$ cat src/inc/osl_pkg.sv
// constants and carrier types for the output setpoint and limit registers
package osl_pkg;

	// ==========================================================
	// sizes
	localparam int NUM_PAGES = 2;
	localparam int DATA_W = 16;

	// ==========================================================
	// command codes
	localparam logic [7:0] CMD_FORMAT = 8'h20;
	localparam logic [7:0] CMD_CAL = 8'h23;
	localparam logic [7:0] CMD_CEIL = 8'h24;
	localparam logic [7:0] CMD_MHI = 8'h25;
	localparam logic [7:0] CMD_MLO = 8'h26;

	// ==========================================================
	// values
	// linear mode, exponent -13 in five-bit two's complement
	localparam logic [15:0] FORMAT_VALUE = 16'h0013;
	localparam logic [15:0] CAL_RESET = 16'h0000;
	// strap multipliers, q16 fixed point
	localparam int SCALE_SHIFT = 16;
	localparam logic [16:0] SCALE_CEIL = 17'h12666;
	localparam logic [16:0] SCALE_MHI = 17'h10ccd;
	localparam logic [16:0] SCALE_MLO = 17'h0f333;
	localparam logic [1:0] SETTLE_CYCLES = 2'h2;

	// ==========================================================
	// types
	typedef enum logic [1:0] {
		OSL_NOMINAL,
		OSL_MARGIN_LOW,
		OSL_MARGIN_HIGH
	} osl_mode_e;

	typedef enum logic [1:0] {
		OSL_SETTLE,
		OSL_LOAD,
		OSL_RUN
	} osl_state_e;

	typedef struct packed {
		logic valid;
		logic write;
		logic [0:0] page;
		logic [7:0] code;
		logic [15:0] wdata;
	} osl_cmd_s;

	typedef struct packed {
		logic valid;
		logic ack;
		logic [15:0] data;
	} osl_rsp_s;

	// strap value times a q16 factor, saturated to 16 bits
	function automatic logic [15:0] osl_scale(input logic [15:0] v, input logic [16:0] k);
		logic [32:0] prod;
		prod = 33'(v) * 33'(k);
		if (prod[32:SCALE_SHIFT] > 17'h0ffff) begin
			return 16'hffff;
		end
		return prod[SCALE_SHIFT +: DATA_W];
	endfunction

endpackage

$ cat src/verilog/osl_clamp.sv
// target selection, offset correction and ceiling clamp for one page
`timescale 1ns/1ns
module osl_clamp
	import osl_pkg::*;
(
	input wire osl_mode_e mode_in,
	input wire logic [15:0] nominal_in,
	input wire logic [15:0] mhi_in,
	input wire logic [15:0] mlo_in,
	input wire logic [15:0] cal_in,
	input wire logic [15:0] ceil_in,
	output logic [15:0] ref_out,
	output logic limited_out
);
	logic [15:0] sel;
	logic signed [17:0] sum;

	always_comb begin
		unique case (mode_in)
			OSL_MARGIN_HIGH: sel = mhi_in;
			OSL_MARGIN_LOW: sel = mlo_in;
			OSL_NOMINAL: sel = nominal_in;
			default: sel = nominal_in;
		endcase
		// signed offset in the same lsb
		sum = $signed({2'h0, sel}) + 18'($signed(cal_in));
		limited_out = 1'b0;
		if (sum < 0) begin
			ref_out = 16'h0000;
		end else if (sum > $signed({2'h0, ceil_in})) begin
			ref_out = ceil_in;
			limited_out = 1'b1;
		end else begin
			ref_out = sum[15:0];
		end
	end
endmodule

$ cat src/verilog/osl_regs.sv
// paged output setpoint, offset and ceiling registers with target clamp
`timescale 1ns/1ns
module osl_regs
	import osl_pkg::*;
(
	input wire logic clk_sys_in,
	input wire logic sys_rst_in,
	input wire logic [NUM_PAGES-1:0][15:0] pinstrap_voltage_setting_in,
	input wire logic [NUM_PAGES-1:0][15:0] output_voltage_target_in,
	input wire osl_mode_e [NUM_PAGES-1:0] op_mode_in,
	input wire osl_cmd_s cmd_in,
	output logic cmd_ready_out,
	output osl_rsp_s rsp_out,
	output logic [NUM_PAGES-1:0][15:0] reference_out,
	output logic [NUM_PAGES-1:0] ceiling_hit_out
);

	// ==========================================================
	// state
	typedef struct packed {
		osl_state_e st;
		logic [1:0] settle;
		logic [NUM_PAGES-1:0][15:0] strap_s1;
		logic [NUM_PAGES-1:0][15:0] strap_s2;
		logic [NUM_PAGES-1:0][15:0] output_calibration_offset;
		logic [NUM_PAGES-1:0][15:0] output_voltage_ceiling;
		logic [NUM_PAGES-1:0][15:0] upper_margin_setpoint;
		logic [NUM_PAGES-1:0][15:0] lower_margin_setpoint;
		logic [NUM_PAGES-1:0][15:0] refv;
		logic [NUM_PAGES-1:0] hit;
		osl_rsp_s rsp;
	} osl_regs_s;

	osl_regs_s s;
	osl_regs_s next_s;
	logic accept;
	logic [NUM_PAGES-1:0][15:0] clamp_ref;
	logic [NUM_PAGES-1:0] clamp_hit;

	// true for codes this bank answers to
	function automatic logic code_known(input logic [7:0] code);
		return (code == CMD_FORMAT) || (code == CMD_CAL) || (code == CMD_CEIL) ||
			(code == CMD_MHI) || (code == CMD_MLO);
	endfunction

	// ==========================================================
	// per-page reference path
	for (genvar p = 0; p < NUM_PAGES; p++) begin : g_page
		osl_clamp u_clamp (
			.mode_in(op_mode_in[p]),
			.nominal_in(output_voltage_target_in[p]),
			.mhi_in(s.upper_margin_setpoint[p]),
			.mlo_in(s.lower_margin_setpoint[p]),
			.cal_in(s.output_calibration_offset[p]),
			.ceil_in(s.output_voltage_ceiling[p]),
			.ref_out(clamp_ref[p]),
			.limited_out(clamp_hit[p])
		);
	end

	assign accept = cmd_in.valid && (s.st == OSL_RUN);
	assign cmd_ready_out = (s.st == OSL_RUN);
	assign rsp_out = s.rsp;
	assign reference_out = s.refv;
	assign ceiling_hit_out = s.hit;

	// ==========================================================
	// next state
	always_comb begin
		next_s = s;
		next_s.strap_s1 = pinstrap_voltage_setting_in;
		next_s.strap_s2 = s.strap_s1;
		next_s.rsp.valid = 1'b0;
		// reference held at zero until the strap defaults are loaded
		next_s.refv = '0;
		next_s.hit = '0;
		if (s.st == OSL_RUN) begin
			next_s.refv = clamp_ref;
			next_s.hit = clamp_hit;
		end
		unique case (s.st)
			OSL_SETTLE: begin
				next_s.settle = s.settle + 2'h1;
				if (s.settle == SETTLE_CYCLES) begin
					next_s.st = OSL_LOAD;
				end
			end
			OSL_LOAD: begin
				for (int p = 0; p < NUM_PAGES; p++) begin
					next_s.output_calibration_offset[p] = CAL_RESET;
					next_s.output_voltage_ceiling[p] = osl_scale(s.strap_s2[p], SCALE_CEIL);
					next_s.upper_margin_setpoint[p] = osl_scale(s.strap_s2[p], SCALE_MHI);
					next_s.lower_margin_setpoint[p] = osl_scale(s.strap_s2[p], SCALE_MLO);
				end
				next_s.st = OSL_RUN;
			end
			OSL_RUN: begin
				if (accept) begin
					next_s.rsp.valid = 1'b1;
					next_s.rsp.ack = code_known(cmd_in.code);
					next_s.rsp.data = 16'h0000;
					if (cmd_in.write) begin
						next_s.rsp.ack = code_known(cmd_in.code) && (cmd_in.code != CMD_FORMAT);
						// write reaches the selected page only
						unique case (cmd_in.code)
							CMD_CAL: next_s.output_calibration_offset[cmd_in.page] = cmd_in.wdata;
							// plain store, nothing else rescales it
							CMD_CEIL: next_s.output_voltage_ceiling[cmd_in.page] = cmd_in.wdata;
							CMD_MHI: next_s.upper_margin_setpoint[cmd_in.page] = cmd_in.wdata;
							CMD_MLO: next_s.lower_margin_setpoint[cmd_in.page] = cmd_in.wdata;
							default: ;
						endcase
					end else begin
						unique case (cmd_in.code)
							CMD_FORMAT: next_s.rsp.data = FORMAT_VALUE;
							CMD_CAL: next_s.rsp.data = s.output_calibration_offset[cmd_in.page];
							CMD_CEIL: next_s.rsp.data = s.output_voltage_ceiling[cmd_in.page];
							CMD_MHI: next_s.rsp.data = s.upper_margin_setpoint[cmd_in.page];
							CMD_MLO: next_s.rsp.data = s.lower_margin_setpoint[cmd_in.page];
							default: next_s.rsp.data = 16'h0000;
						endcase
					end
				end
			end
		endcase
	end

	always_ff @(posedge clk_sys_in) begin
		if (sys_rst_in) begin
			s <= '0;
			s.st <= OSL_SETTLE;
		end else begin
			s <= next_s;
		end
	end
endmodule
$ cat config.mk
export PLATFORM = sky130hd
export DESIGN_NAME = osl_regs
export DESIGN_NICKNAME = d
export VERILOG_FILES = /design/src/inc/osl_pkg.sv /design/src/verilog/osl_clamp.sv /design/src/verilog/osl_regs.sv
export SDC_FILE = /design/constraint.sdc
export NUM_CORES = 2
export LEC_CHECK = 0
export BUFFER_PORTS_ARGS = -buffer_cell sky130_fd_sc_hd__buf_2
export CORE_UTILIZATION = 48
export CTS_BUF_LIST = sky130_fd_sc_hd__clkbuf_4 sky130_fd_sc_hd__clkbuf_8
export DETAILED_ROUTE_END_ITERATION = 10
export GPL_ROUTABILITY_DRIVEN = 0
export PLACE_DENSITY_LB_ADDON = 0.12
export SETUP_SLACK_MARGIN = 0.05
export SLEW_MARGIN = 30
export SYNTH_ARGS = -nofsm -noshare
export SYNTH_HDL_FRONTEND = slang
export SYNTH_SLANG_ARGS = --single-unit
$ cat constraint.sdc
create_clock -name clk_sys_in -period 18.4 [get_ports clk_sys_in]
set_input_delay 0 -clock clk_sys_in [delete_from_list [all_inputs] [get_ports clk_sys_in]]
set_output_delay 0 -clock clk_sys_in [all_outputs]
set_load 0.005 [all_outputs]
==> metrics.txt <==
WHS around 0.074 ns; CTS resizes 0; Power per Cell Area ~75 nW/um^2; clk_skew between 0.03 and 0.04 ns; run status completed; WP data required approximately 19 ns; met2 wire len 45400 um; count leader, synth ha_1; most frequent CP cell inv_1; non-filler cells in the finished layout just under 5000; commonest register cell after synthesis dfxtp_1; VDD IR max roughly 62 uV; CP max stage delay approximately 0.80 ns; fill cell count roughly 6800; height of the die between 200 and 300 um; Die ar. 73300 um^2; Initial Util between 40% and 50%; Rows 98; Inst Count DP between 4000 and 5000; cell count after synthesis roughly 3800; # DRC 0; CTS Buf Count 48; Detail Route met3 WL ~5100 um; via count ~27000; initial drt markers roughly 1800; crit path time final 7.31 ns; critical path arrival roughly 7.8 ns; antenna violations before repair 1; clock slew at the register clock pins of the worst setup and hold paths approximately 0.06 ns; Sink Count 248; GR Overflow Total 0; post-synth net total roughly 5000; Max Cap Viol 0; Setup Fix Bufs, Post-CTS 0; clk root buf clkbuf_8; die width ~270 um; fin nets 5070; Final period util slightly below 40%; post-route ant nets 0; Area contributors post-synth ha_1, fa_1, dfxtp_1; startpoint types register; syn_area_per_cell roughly 9.2 um^2; drt wl/cell 20.3 um; library cells used by synthesis approximately 80; top cells by count, synth ha_1, inv_1, fa_1; CP Max Fanout 13; Leak approximately 20 nW; Rel. slew slack 34.8%; maximum clock rate approximately 0.14 GHz; RSZ-0062 raised after global routing false; post-DP HPWL approximately 81000 um; First-pass DRT Iterations 7; number of global-route vias before repair roughly 28000; mapped cell area 34700 um^2; largest net degree at the start of global routing ~160; Post-CTS Hold Buffers slightly above 60; Setup TNS 0 ns; first-pass GRT wire length ~160000 um; Critical Path End Type register; final setup violation count 0; Syn-to-layout area delta 8.90%; routed wire length about 99000 um; Port Buffer Count about 150; synth warn 0; Vias/cell 5.54; clock latency on the worst-skew pair ~0.64 ns; I/O pins 150; Setup CP Type reg2reg; register area share after synthesis 14.3%; top sig layer met4; Synth top area share about a quarter; GRT Resource Usage Total 27.5%; crit-path cells inv_1 -> ha_1 -> xnor2_1 -> inv_1 -> o21ai_0 -> inv_1 -> fa_1 -> inv_1 -> fa_1 -> inv_1 -> fa_1 -> inv_1 -> ha_1 -> ha_1 -> a21o_1 -> a21o_1 -> a21oi_1 -> o21ai_0 -> nor2_1 -> o2111ai_1 -> a31o_2 -> nor2_1 -> and4_1 -> nor3_1; layout cells sized above 1 between 8 and 9%; HP Class in2reg; CTS max path bufs 3; Post-synth EDFFs 0; Post-Route M1 WL 45000 um; core box area between 70000 and 80000 um^2; CTS tree done; Fin. Hold Viols 0; async set-reset flop share out of synthesis 0%; H-tree levels 2; Slowest-stage cell, CP dfxtp_1; Yosys reg bits roughly 250; Final Max Tran Viols 0; Reg2Reg Setup Slack about 11 ns; largest area contributor in the synthesized netlist ha_1; Slew @ Worst Pin just under 1 ns
==> cell type report <==
class                      count  area, um^2  area share (%)
antenna                        1        2.50         0.00663
clock buffer                  71         877            2.32
clock inverter                13         186           0.494
inverter                     622        2330            6.19
multi-input combinational   2749       26600            70.4
sequential                   248        4970            13.2
tap                          950        1190            3.15
timing repair buffer         241        1610            4.26
==> critical path: cells and delay by family (launching register included) <==
kind	cells	cell delay, ns
AO/OA/AOI/OAI	7	1.50
adder cells (fa/ha/maj)	6	2.52
buffers and inverters	6	0.63
AND/OR/NAND/NOR	4	1.27
flip-flops	1	0.80
XOR/XNOR	1	0.44
==> state kept, by name (all words and copies together) (netlist names) <==
signal,count
ceiling_hit_out,2
next_s,32
reference_out,32
rsp_out,18
s,164
==> path summary, 6_finish.rpt <==
| kind | startpoint | end | depth (start not counted) |
|---|---|---|---|
| setup / recovery | s[194] | s[98] | 24 |
| hold / removal | cmd_in[18] | rsp_out[0] | 7 |
| setup reg to reg | s[194] | s[98] | 24 |
| hold reg to reg | next_s[199] | s[199] | 1 |
==> metal layers <==
layer	GRT usage, %	up-vias
met5	0	-
met4	10.3	0
met3	3.14	177
met2	45.1	792
met1	37.0	13000
li1	-	13200
==> where the power goes <==
part           internal [mW]  switching, mW
logic                  0.589          0.932
clock network          0.362          0.262
registers              0.596         0.0904
total                   1.55           1.28
==> logic make-up after synthesis <==
group | Yosys count | synth area share, %
xor gates and xnor gates | 141 | 3.59
adders and majority gates | 1063 | 46.5
AOI/OAI and AO/OA | 804 | 15.8
buffers and inverters | 785 | 9.15
DFF | 248 | 14.3
muxes | 33 | 0.953
and+or+nand+nor | 708 | 9.62
==> per-stage QoR <==
step           setup slack [ns]  cell area [um^2]  total power, mW  util [%]
3_5_place_dp              11.18             36100             2.20      50.4
2_1_floorplan             12.27             34700             1.73         -
3_3_place_gp              11.31             36000             2.19      50.4
5_1_grt                   10.61             37700             3.07      52.8
4_1_cts                   11.14             37700             2.85      52.8
6_report                  11.09             37700             2.83      52.8
==> cell usage in the layout (no fill, tap or decap), types with 61 or more instances in the layout <==
cell | synthesis | routed
inv_1 | 620 | 619
buf_2 | 8 | 148
o21ai_0 | 138 | 138
fa_1 | 376 | 376
nand2_1 | 179 | 178
dfxtp_1 | 248 | 247
a21o_1 | 61 | 61
xnor2_1 | 85 | 85
a21oi_1 | 233 | 231
dlygate4sd3_1 | 0 | 61
nor2b_1 | 93 | 93
nor2_1 | 246 | 242
a22oi_1 | 77 | 77
ha_1 | 687 | 687
Note: power is estimated with default switching activity, not from simulation.
